==> config.mk <==
export PLATFORM = sky130hd
export DESIGN_NAME = tpm_top
export DESIGN_NICKNAME = d
export VERILOG_FILES = /design/src/common/tpm_pkg.sv /design/src/design/tpm_top.sv /design/src/design/tpm_counter.sv
export VERILOG_INCLUDE_DIRS = /design/src /design/src/common
export SDC_FILE = /design/constraint.sdc
export NUM_CORES = 1
export LEC_CHECK = 0
export BUFFER_PORTS_ARGS = -buffer_cell sky130_fd_sc_hd__buf_2
export CORE_UTILIZATION = 56
export CTS_CLUSTER_SIZE = 14
export DETAILED_ROUTE_END_ITERATION = 6
export GPL_TIMING_DRIVEN = 0
export MAX_ROUTING_LAYER = met4
export PLACE_DENSITY = 0.82
export REMOVE_ABC_BUFFERS = 1
export SYNTH_ARGS = -nofsm -noshare
export SYNTH_HDL_FRONTEND = slang
export SYNTH_SLANG_ARGS = --single-unit
==> constraint.sdc <==
create_clock -name clk -period 2.8 [get_ports clk]
set_clock_uncertainty 0.1 [all_clocks]
set_input_delay 0.7 -clock clk [delete_from_list [all_inputs] [get_ports clk]]
set_output_delay 0.7 -clock clk [all_outputs]
set_load 0.01 [all_outputs]
==> src/common/tpm_defines.svh <==
`ifndef TPM_DEFINES_SVH
`define TPM_DEFINES_SVH
// Register byte addresses
`define TPM_A_W_CTRL   12'h000
`define TPM_A_W_PER    12'h004
`define TPM_A_W_CNT    12'h008
`define TPM_A_CH_MODE  12'h00c
`define TPM_A_CH_BASE  12'h010
`define TPM_A_N0_CTRL  12'h030
`define TPM_A_N0_CFG   12'h034
`define TPM_A_N1_CTRL  12'h038
`define TPM_A_N1_CFG   12'h03c
`define TPM_A_STAT     12'h040
`define TPM_A_CAP_FLG  12'h044
// Control fields
`define TPM_CTRL_EN    0
`define TPM_CTRL_IR    1
`define TPM_PRE_LSB    8
`define TPM_PRE_W      8
// Narrow config fields
`define TPM_N_CMP_LSB  8
// Widths
`define TPM_W_BITS     16
`define TPM_N_BITS     8
`define TPM_NCH        5
`endif

==> src/common/tpm_pkg.sv <==
`default_nettype none
package tpm_pkg;
    typedef enum logic {TPM_PWM, TPM_CAPTURE} tpm_chmode_e;
    typedef logic [7:0] tpm_pre_t;
endpackage
`default_nettype wire

==> src/design/tpm_top.sv <==
`include "tpm_defines.svh"
`default_nettype none
module tpm_top #(
    parameter int NCH = `TPM_NCH
) (
    // Clock and reset
    input  wire logic              clk,
    input  wire logic              rst,
    // APB slave
    input  wire logic              psel,
    input  wire logic              penable,
    input  wire logic              pwrite,
    input  wire logic [11:0]       paddr,
    input  wire logic [31:0]       pwdata,
    output logic [31:0]            prdata,
    output logic                   pready,
    output logic                   pslverr,
    // Pins
    input  wire logic [NCH-1:0]    cap_in,
    output logic [NCH-1:0]         w_pwm_out,
    output logic                   ir_out,
    output logic [1:0]             n_pwm_out
);
    localparam int WB = `TPM_W_BITS;
    localparam int NB = `TPM_N_BITS;

    // Software registers
    logic [31:0]           w_ctrl_q, w_ctrl_d;
    logic [WB-1:0]         w_per_q, w_per_d;
    logic [NCH-1:0]        ch_mode_q, ch_mode_d;
    logic [WB-1:0]         ch_val_q [NCH];
    logic [WB-1:0]         ch_val_d [NCH];
    logic [31:0]           n_ctrl_q [2];
    logic [31:0]           n_ctrl_d [2];
    logic [2*NB-1:0]       n_cfg_q [2];
    logic [2*NB-1:0]       n_cfg_d [2];
    logic [2:0]            stat_q, stat_d;
    logic [NCH-1:0]        cap_flg_q, cap_flg_d;
    // Capture pipeline and outputs
    logic [NCH-1:0]        sync1_q, sync2_q, sync3_q;
    logic [NCH-1:0]        w_pwm_q, w_pwm_d;
    logic                  ir_q, ir_d;
    logic [1:0]            n_pwm_q, n_pwm_d;
    logic [31:0]           rdata_q, rdata_d;

    logic                  wr, rd;
    logic                  w_tick, w_wrap;
    logic [WB-1:0]         w_cnt;
    logic [1:0]            n_tick, n_wrap;
    logic [NB-1:0]         n_cnt [2];
    logic [NCH-1:0]        cap_edge;

    assign wr      = psel && penable && pwrite;
    assign rd      = psel && !penable && !pwrite;
    assign pready  = 1'b1;
    assign pslverr = 1'b0;
    assign prdata  = rdata_q;

    // Wide timer, IR mode counts narrow-0 periods
    tpm_counter #(.W(WB)) u_wide (
        .clk          (clk),
        .rst          (rst),
        .en           (w_ctrl_q[`TPM_CTRL_EN]),
        .ext_tick_sel (w_ctrl_q[`TPM_CTRL_IR]),
        .ext_tick     (n_wrap[0]),
        .pre          (w_ctrl_q[`TPM_PRE_LSB +: `TPM_PRE_W]),
        .period       (w_per_q),
        .count        (w_cnt),
        .tick         (w_tick),
        .wrap         (w_wrap)
    );

    for (genvar n = 0; n < 2; n++) begin : g_narrow
        tpm_counter #(.W(NB)) u_nar (
            .clk          (clk),
            .rst          (rst),
            .en           (n_ctrl_q[n][`TPM_CTRL_EN]),
            .ext_tick_sel (1'b0),
            .ext_tick     (1'b0),
            .pre          (n_ctrl_q[n][`TPM_PRE_LSB +: `TPM_PRE_W]),
            .period       (n_cfg_q[n][NB-1:0]),
            .count        (n_cnt[n]),
            .tick         (n_tick[n]),
            .wrap         (n_wrap[n])
        );
    end

    // Edge detect reads only the second and third stages
    assign cap_edge = sync2_q ^ sync3_q;

    always_comb begin
        w_ctrl_d  = w_ctrl_q;
        w_per_d   = w_per_q;
        ch_mode_d = ch_mode_q;
        ch_val_d  = ch_val_q;
        n_ctrl_d  = n_ctrl_q;
        n_cfg_d   = n_cfg_q;
        stat_d    = stat_q;
        cap_flg_d = cap_flg_q;
        w_pwm_d   = w_pwm_q;
        n_pwm_d   = n_pwm_q;
        rdata_d   = rdata_q;
        // Software write, clear-on-write-one for flags
        if (wr) begin
            unique case (paddr)
                `TPM_A_W_CTRL:  w_ctrl_d  = pwdata;
                `TPM_A_W_PER:   w_per_d   = pwdata[WB-1:0];
                `TPM_A_CH_MODE: ch_mode_d = pwdata[NCH-1:0];
                `TPM_A_N0_CTRL: n_ctrl_d[0] = pwdata;
                `TPM_A_N0_CFG:  n_cfg_d[0]  = pwdata[2*NB-1:0];
                `TPM_A_N1_CTRL: n_ctrl_d[1] = pwdata;
                `TPM_A_N1_CFG:  n_cfg_d[1]  = pwdata[2*NB-1:0];
                `TPM_A_STAT:    stat_d    = stat_q & ~pwdata[2:0];
                `TPM_A_CAP_FLG: cap_flg_d = cap_flg_q & ~pwdata[NCH-1:0];
                default: ;
            endcase
            for (int i = 0; i < NCH; i++) begin
                if (paddr == `TPM_A_CH_BASE + 12'(4 * i)) begin
                    ch_val_d[i] = pwdata[WB-1:0];
                end
            end
        end
        // Period events, set wins over clear
        if (w_wrap)    stat_d[0] = 1'b1;
        if (n_wrap[0]) stat_d[1] = 1'b1;
        if (n_wrap[1]) stat_d[2] = 1'b1;
        // Wide channels
        for (int i = 0; i < NCH; i++) begin
            if (ch_mode_q[i] == tpm_pkg::TPM_CAPTURE) begin
                w_pwm_d[i] = 1'b0;
                if (cap_edge[i]) begin
                    ch_val_d[i]  = w_cnt;
                    cap_flg_d[i] = 1'b1;
                end
            end else begin
                w_pwm_d[i] = w_ctrl_q[`TPM_CTRL_EN]
                             && (w_cnt < ch_val_q[i]);
            end
        end
        // Narrow channels
        for (int n = 0; n < 2; n++) begin
            n_pwm_d[n] = n_ctrl_q[n][`TPM_CTRL_EN]
                && (n_cnt[n] < n_cfg_q[n][`TPM_N_CMP_LSB +: NB]);
        end
        // Read data captured in setup phase
        if (rd) begin
            rdata_d = '0;
            unique case (paddr)
                `TPM_A_W_CTRL:  rdata_d = w_ctrl_q;
                `TPM_A_W_PER:   rdata_d[WB-1:0] = w_per_q;
                `TPM_A_W_CNT:   rdata_d[WB-1:0] = w_cnt;
                `TPM_A_CH_MODE: rdata_d[NCH-1:0] = ch_mode_q;
                `TPM_A_N0_CTRL: rdata_d = n_ctrl_q[0];
                `TPM_A_N0_CFG:  rdata_d[2*NB-1:0] = n_cfg_q[0];
                `TPM_A_N1_CTRL: rdata_d = n_ctrl_q[1];
                `TPM_A_N1_CFG:  rdata_d[2*NB-1:0] = n_cfg_q[1];
                `TPM_A_STAT:    rdata_d[2:0] = stat_q;
                `TPM_A_CAP_FLG: rdata_d[NCH-1:0] = cap_flg_q;
                default: ;
            endcase
            for (int i = 0; i < NCH; i++) begin
                if (paddr == `TPM_A_CH_BASE + 12'(4 * i)) begin
                    rdata_d[WB-1:0] = ch_val_q[i];
                end
            end
        end
        // IR carrier gating
        ir_d = w_pwm_q[0] && n_pwm_q[0] && w_ctrl_q[`TPM_CTRL_IR];
    end

    always_ff @(posedge clk) begin
        if (rst) begin
            w_ctrl_q  <= '0;
            w_per_q   <= '1;
            ch_mode_q <= '0;
            for (int i = 0; i < NCH; i++) begin
                ch_val_q[i] <= '0;
            end
            for (int n = 0; n < 2; n++) begin
                n_ctrl_q[n] <= '0;
                n_cfg_q[n]  <= {{NB{1'b0}}, {NB{1'b1}}};
            end
            stat_q    <= '0;
            cap_flg_q <= '0;
            sync1_q   <= '0;
            sync2_q   <= '0;
            sync3_q   <= '0;
            w_pwm_q   <= '0;
            ir_q      <= 1'b0;
            n_pwm_q   <= '0;
            rdata_q   <= '0;
        end else begin
            w_ctrl_q  <= w_ctrl_d;
            w_per_q   <= w_per_d;
            ch_mode_q <= ch_mode_d;
            ch_val_q  <= ch_val_d;
            n_ctrl_q  <= n_ctrl_d;
            n_cfg_q   <= n_cfg_d;
            stat_q    <= stat_d;
            cap_flg_q <= cap_flg_d;
            sync1_q   <= cap_in;
            sync2_q   <= sync1_q;
            sync3_q   <= sync2_q;
            w_pwm_q   <= w_pwm_d;
            ir_q      <= ir_d;
            n_pwm_q   <= n_pwm_d;
            rdata_q   <= rdata_d;
        end
    end

    assign w_pwm_out = w_pwm_q;
    assign n_pwm_out = n_pwm_q;
    assign ir_out    = ir_q;
endmodule
`default_nettype wire

==> src/design/tpm_counter.sv <==
`include "tpm_defines.svh"
`default_nettype none
module tpm_counter #(
    parameter int W = 16
) (
    // Clock and reset
    input  wire logic               clk,
    input  wire logic               rst,
    // Control
    input  wire logic               en,
    input  wire logic               ext_tick_sel,
    input  wire logic               ext_tick,
    input  wire tpm_pkg::tpm_pre_t  pre,
    input  wire logic [W-1:0]       period,
    // State
    output logic [W-1:0]            count,
    output logic                    tick,
    output logic                    wrap
);
    tpm_pkg::tpm_pre_t pre_q, pre_d;
    logic [W-1:0]      cnt_q, cnt_d;
    logic              pre_tick;

    assign pre_tick = (pre_q == pre);
    assign tick     = en && (ext_tick_sel ? ext_tick : pre_tick);
    assign wrap     = tick && (cnt_q == period);
    assign count    = cnt_q;

    always_comb begin
        pre_d = pre_q;
        cnt_d = cnt_q;
        if (!en) begin
            pre_d = '0;
        end else if (pre_tick) begin
            pre_d = '0; // Prescaler divides by pre+1
        end else begin
            pre_d = pre_q + 8'h01;
        end
        if (tick) begin
            if (cnt_q == period) begin
                cnt_d = '0; // Restart from zero at period
            end else begin
                cnt_d = cnt_q + {{(W-1){1'b0}}, 1'b1};
            end
        end
    end

    always_ff @(posedge clk) begin
        if (rst) begin
            pre_q <= '0;
            cnt_q <= '0;
        end else begin
            pre_q <= pre_d;
            cnt_q <= cnt_d;
        end
    end
endmodule
`default_nettype wire

# Word-level counts from Yosys, hierarchy flattened

Cells that the tools add are included.

Add/subtract/negate cells: 6
Magnitude comparators: 7
Equality and inequality tests: 20
Multiplexer cells: 46
Bitwise operators: 8
Reductions and logical operators: 46

Operators by type and width:

| operator                                                          | count |
|---|---|
| 16-bit two-way mux                                                | 21 |
| 16-bit less-than comparator                                       | 5 |
| 80-bit two-way mux                                                | 1 |
| 11-bit one-hot mux with 7 select lines                            | 1 |
| 12-bit by 6-bit == test with 1-bit output (second input constant) | 5 |
| 12-bit by 5-bit == test with 1-bit output (second input constant) | 4 |
| 16-bit one-hot mux with 3 select lines                            | 1 |
| 8-bit by 1-bit adder with 8-bit output (second input constant)    | 5 |
| 8-bit == test                                                     | 5 |
| 3-bit one-hot mux with 10 select lines                            | 1 |
| 12-bit by 4-bit == test with 1-bit output (second input constant) | 2 |
| 12-bit by 7-bit == test with 1-bit output (second input constant) | 2 |
| 2-bit AND reduction                                               | 10 |
| 1-bit logical AND                                                 | 19 |
| 2-bit one-hot mux with 9 select lines                             | 1 |
| 16-bit by 1-bit adder with 16-bit output (second input constant)  | 1 |
| 16-bit == test                                                    | 1 |
| 8-bit less-than comparator                                        | 2 |
| 8-bit two-way mux                                                 | 2 |
| 1-bit two-way mux                                                 | 14 |
| 12-bit by 3-bit == test with 1-bit output (second input constant) | 1 |
| 12-bit logical NOT                                                | 1 |
| 2-bit nonzero test                                                | 6 |
| 5-bit two-way mux                                                 | 2 |
| 10 further kinds                                                  | 20 |

Flip-flop bits (word level): 348
Input bits: 54
Output and inout bits: 42

# Depth between registers and ports, before layout

Depth after elaboration: 8
Depth in mapped cells: 12
Depth with buffers taken out: 8

# Modules after synthesis

A second synthesis with hierarchy kept.

Cells, all modules: 2,328
Area total of the unflattened synthesis: 19,043.3 um^2

Modules (own cells, without submodules):

| module                              | times used | cells each | area each (um^2) |
|---|---|---|---|
| tpm_top                             | 1          | 1,894      | 15,397.3 |
| tpm_counter (g_narrow[0].u_nar ...) | 2          | 129        | 1,078.5 |
| tpm_counter (u_wide)                | 1          | 176        | 1,488.9 |

# Least setup slack after synthesis

No wires, ideal clock.

Path kind: in2reg
From: in paddr[9]
To: reg ch_val_q[10] in the netlist's numbering
Data arrival time: 2,824 ps
Path slack: -215 ps
Cell stages on the path: 10
Path through: or4_4 buf_6 or4_4 buf_6 or2_1 buf_6 nor2_8 buf_8 nand2_1 a311oi_1

Longest elaborated chain between the ends: 5

Ends and longest elaborated chain:

| item                                        | line           | RTL |
|---|---|---|
| start, declared                             | tpm_top.sv:13  | `input wire logic [11:0] paddr,` |
| 12-bit by 6-bit == test with 1-bit output * | tpm_top.sv:118 | `` if (paddr == `TPM_A_CH_BASE + 12'(4 * i)) begin `` |
| 16-bit two-way mux *                        | tpm_top.sv:118 |  |
| 80-bit two-way mux *                        | tpm_top.sv:104 | `if (wr) begin` |
| 16-bit two-way mux                          | tpm_top.sv:131 | `if (cap_edge[i]) begin` |
| 16-bit two-way mux *                        | tpm_top.sv:129 | `if (ch_mode_q[i] == tpm_pkg::TPM_CAPTURE) begin` |
| end signal, assigned                        | tpm_top.sv:196 | `ch_val_q <= ch_val_d;` |
| end, declared                               | tpm_top.sv:31  | `logic [WB-1:0] ch_val_q [NCH];` |

Mark *: on every way between the ends. The rest lies on a longest branch, timed or not.
A chain may end at the register's enable or synchronous reset.

# Final worst setup path

From: in paddr[2]
To: reg rdata_q[13], in the netlist prdata[13]

Longest elaborated chain between the ends: 7

Ends and longest elaborated chain:

| item                                                                    | line           | RTL |
|---|---|---|
| 12-bit by 6-bit == test with 1-bit output, or another cell as far along | tpm_top.sv:148 | `unique case (paddr)` |
| 11-bit one-hot mux with 7 select lines                                  | tpm_top.sv:148 |  |
| 16-bit two-way mux (4 in a row)                                         | tpm_top.sv:162 | `` if (paddr == `TPM_A_CH_BASE + 12'(4 * i)) begin `` |
| 16-bit two-way mux *                                                    | tpm_top.sv:162 |  |
| end signal, assigned                                                    | tpm_top.sv:207 | `rdata_q <= rdata_d;` |
| end, declared                                                           | tpm_top.sv:44  | `logic [31:0] rdata_q, rdata_d;` |

Marks and branches as above.

==> metrics.md <==
| Metric | Value |
|---|---|
| Register share of total power | 0.468 |
| Clock Path Buffers | 3 |
| FP Rows | 65 |
| Tightest Pin Transition | 1.32 ns |
| Chip Height | 181 microns |
| Ys flop type | dfxtp_1 |
| Clk pwr share | 0.494 |
| Fill cell count | 2593 |
| CP arrival | 3.05 ns |
| Avg WL per Cell | 21.9 microns |
| Layout cells sized above 1 | 0.114 |
| Initial antenna violation count | 1 |
| Achievable frequency | 360 MHz |
| Total negative setup slack | 0 ns |
| Slew Limit Headroom | 0.121 |
| EDFF count, synth | 0 |
| Grt ovf | 0 |
| DR vias | 17600 |
| Final setup vio count | 0 |
| Fin crit share | 0.993 |
| PD cells | 521 nW/um^2 |
| CTS Root Cell | clkbuf_16 |
| Post-route minimum period | 2.78 ns |
| Drt pass-1 iters | 7 |
| Clk_lat worst skew | 0.54 ns |
| Startpoint Class | primary input |
| WHS | 0.282 ns |
| Worst hold path class | primary input to flop |
| First-pass GRT wire length | 91.7 mm |
| GRT Util Overall | 0.366 |
| TritonCTS clock tree | yes |
| NetSw | 2.41 mW |
| RSZ-0062 raised after global routing | no |
| VDD IR max | 0.500 mV |
| Layout area overhead | 13.6% |
| Pins over their slew limit | 0 |
| Post-synthesis register bit count | 348 |
| Synth unique cells | 64 |
| Final GP Congestion | 0.969 |
| Layout Utilization | 0.647 |
| # H-tree levels | 2 |
| Chip width | 181 microns |
| Register area share after synthesis | 0.388 |
| ANT nets after route | 0 |
| Die footprint | 32800 sq um |
| Clk slew on worst S/H paths | 0.06 ns |
| Sink Count | 348 |
| Largest net degree at the start of global routing | 162 |
| Switching portion of total power | 0.227 |
| Maximum fanout along the worst path | 29 |
| Crit. End Element | flop |
| Input/output buffers | 93 |
| Post-CTS Hold Buffers | 0 |
| Detailed Place HPWL | 39.7 mm |
| Iteration-0 DRC Markers | 2221 |
| Routed wire length | 59.5 mm |
| Total power | 10.6 mW |
| Final Hold Fails | 0 |
| Num CTS Buffers | 39 |
| Core area | 31600 sq um |
| CP Class | primary input to flop |
| Status | finished clean |
| Comb pwr share | 0.038 |
| Count of nets after finishing | 2432 |
| Leakage | 7.67 nW |
| Fin area | 20400 sq um |
| Asr flop ratio synth | 0 |
| WP data required | 3.07 ns |
| Post-Synthesis Cells | 2274 |
| Via density | 6.47 |
| Max Cap Viol | 0 |
| Area after DPL | 18700 sq um |
| Mean Syn Cell Area | 7.90 sq um |
| I/O Pins | 96 |
| Vias in the first global route | 16500 |
| Internal power | 8.22 mW |
| Ys Warns | 0 |
| Drc violations | 0 |
| Post-synthesis cell area | 18000 sq um |
| Starting Density | 0.570 |
final cells by class:
| class | instances | area [sq um] | share of cell area |
|---|---|---|---|
| antenna | 1 | 2.50 | 0.000123 |
| clock buffer | 55 | 1150 | 0.0563 |
| clock inverter | 14 | 160 | 0.00785 |
| inverter | 100 | 375 | 0.0184 |
| multi-input combinational | 1656 | 10200 | 0.501 |
| sequential | 348 | 6970 | 0.341 |
| tap | 402 | 503 | 0.0246 |
| timing repair buffer | 138 | 1020 | 0.0501 |
per-layer routing:
| layer | vias up | global-route usage | wire length [microns] | share of wire |
|---|---|---|---|---|
| met2 | 1177 | 0.551 | 26000 | 0.44 |
| li1 | 7934 | - | - | - |
| met5 | - | - | 0 | 0 |
| met1 | 8194 | 0.465 | 23200 | 0.39 |
| met3 | 249 | 0.0699 | 7090 | 0.12 |
| met4 | 0 | 0.192 | 3230 | 0.054 |
synthesized netlist by cell type, types with 8 or more instances:
| master | instances | share of area |
|---|---|---|
| nand2_1 | 404 | 0.084 |
| dfxtp_1 | 348 | 0.39 |
| nor2_1 | 233 | 0.049 |
| a21oi_1 | 191 | 0.053 |
| clkbuf_1 | 142 | 0.030 |
| inv_1 | 100 | 0.021 |
| ha_1 | 95 | 0.066 |
| o21ai_0 | 86 | 0.024 |
| mux2i_1 | 56 | 0.031 |
| nand3_1 | 53 | 0.015 |
| xnor2_1 | 52 | 0.025 |
| xor2_1 | 48 | 0.023 |
| a311oi_1 | 45 | 0.022 |
| a211oi_1 | 40 | 0.017 |
| nand4_1 | 40 | 0.014 |
| nand3b_1 | 34 | 0.014 |
| nor2b_1 | 28 | 0.0097 |
| nor3_1 | 25 | 0.0070 |
| a222oi_1 | 21 | 0.012 |
| a22oi_1 | 21 | 0.0088 |
| buf_2 | 20 | 0.0056 |
| a21o_1 | 19 | 0.0079 |
| and3_1 | 17 | 0.0059 |
| o22ai_1 | 17 | 0.0059 |
| nand2b_1 | 14 | 0.0049 |
| a2111oi_0 | 13 | 0.0063 |
| nor4_1 | 13 | 0.0045 |
| or3_1 | 9 | 0.0031 |
| o211ai_1 | 8 | 0.0033 |
cells by family after synthesis:
group	after synthesis	share of synthesized area
flops	348	0.388
other cells	2	0.000418
buf+inv	272	0.0605
mux	62	0.0349
simple gates	900	0.226
fa+ha+maj	95	0.0661
xor+xnor	100	0.0487
compound gates	495	0.176
worst max-delay path, stage by stage:
cell       delay, ns
buf_4           0.38
nor3_4          0.12
nand2_1         0.35
nor3_4          0.09
buf_12          0.16
buf_12          0.13
a22oi_1         0.18
nand3_1         0.09
a2111oi_1       0.66
a2111oi_0       0.16
power by group through the flow:
| stage | clock network (mW) | registers (mW) | logic, mW |
|---|---|---|---|
| 3_3_place_gp | 0 | 5.08 | 0.350 |
| 5_1_grt | 5.49 | 4.97 | 0.419 |
| 2_1_floorplan | 0 | 5.09 | 0.0980 |
| 4_1_cts | 5.26 | 4.97 | 0.385 |
| 3_5_place_dp | 0 | 5.08 | 0.366 |
| 6_report | 5.25 | 4.97 | 0.406 |
what timing repair did:
action | CTS | global route
gates resized for setup | 40 | 18
endpoints found under the hold margin | 0 | 0
gates cloned | 2 | 0
buffers inserted | 18 | 2
pin swaps | 8 | 2
endpoints found under the setup margin | 277 | 108
cell usage in the layout, fill, tap and decap left out, drive strengths merged, types with 28 or more instances in the layout:
cell type	instances
nand2	404
dfxtp	348
nor2	234
a21oi	191
buf	138
inv	101
ha	95
o21ai	87
mux2i	56
clkbuf	55
nand3	53
xnor2	52
xor2	48
a311oi	45
nand4	41
a211oi	40
nand3b	34
nor2b	28
nor3	28
flip-flops by register name, summed over array words and instances (netlist names), 32 cells and up:
name and count:
ch_val_q 80, n_ctrl_q 64, n_cfg_q 32, prdata 32
w_ctrl_q 32
path summary, 6_finish.rpt:
| kind | start | to | slack (ns) | cells after the start |
|---|---|---|---|---|
| max | paddr[2] | prdata[13] | 0.02 | 10 |
| min | cap_in[2] | sync1_q[2] | 0.28 | 2 |
| max reg2reg | u_wide.count[1] | w_pwm_out[2] | 0.11 | 7 |
| min reg2reg | sync1_q[0] | sync2_q[0] | 0.33 | 1 |
metrics by stage:
stage / cells / worst slack (ns)
2_1_floorplan: 2102 / -1.66
3_3_place_gp: 2597 / -5.41
3_5_place_dp: 2622 / -2.22
4_1_cts: 2711 / 0.0166
5_1_grt: 2714 / 0.00111
6_report: 2714 / 0.0206
Note: power is estimated with default switching activity, not from simulation.
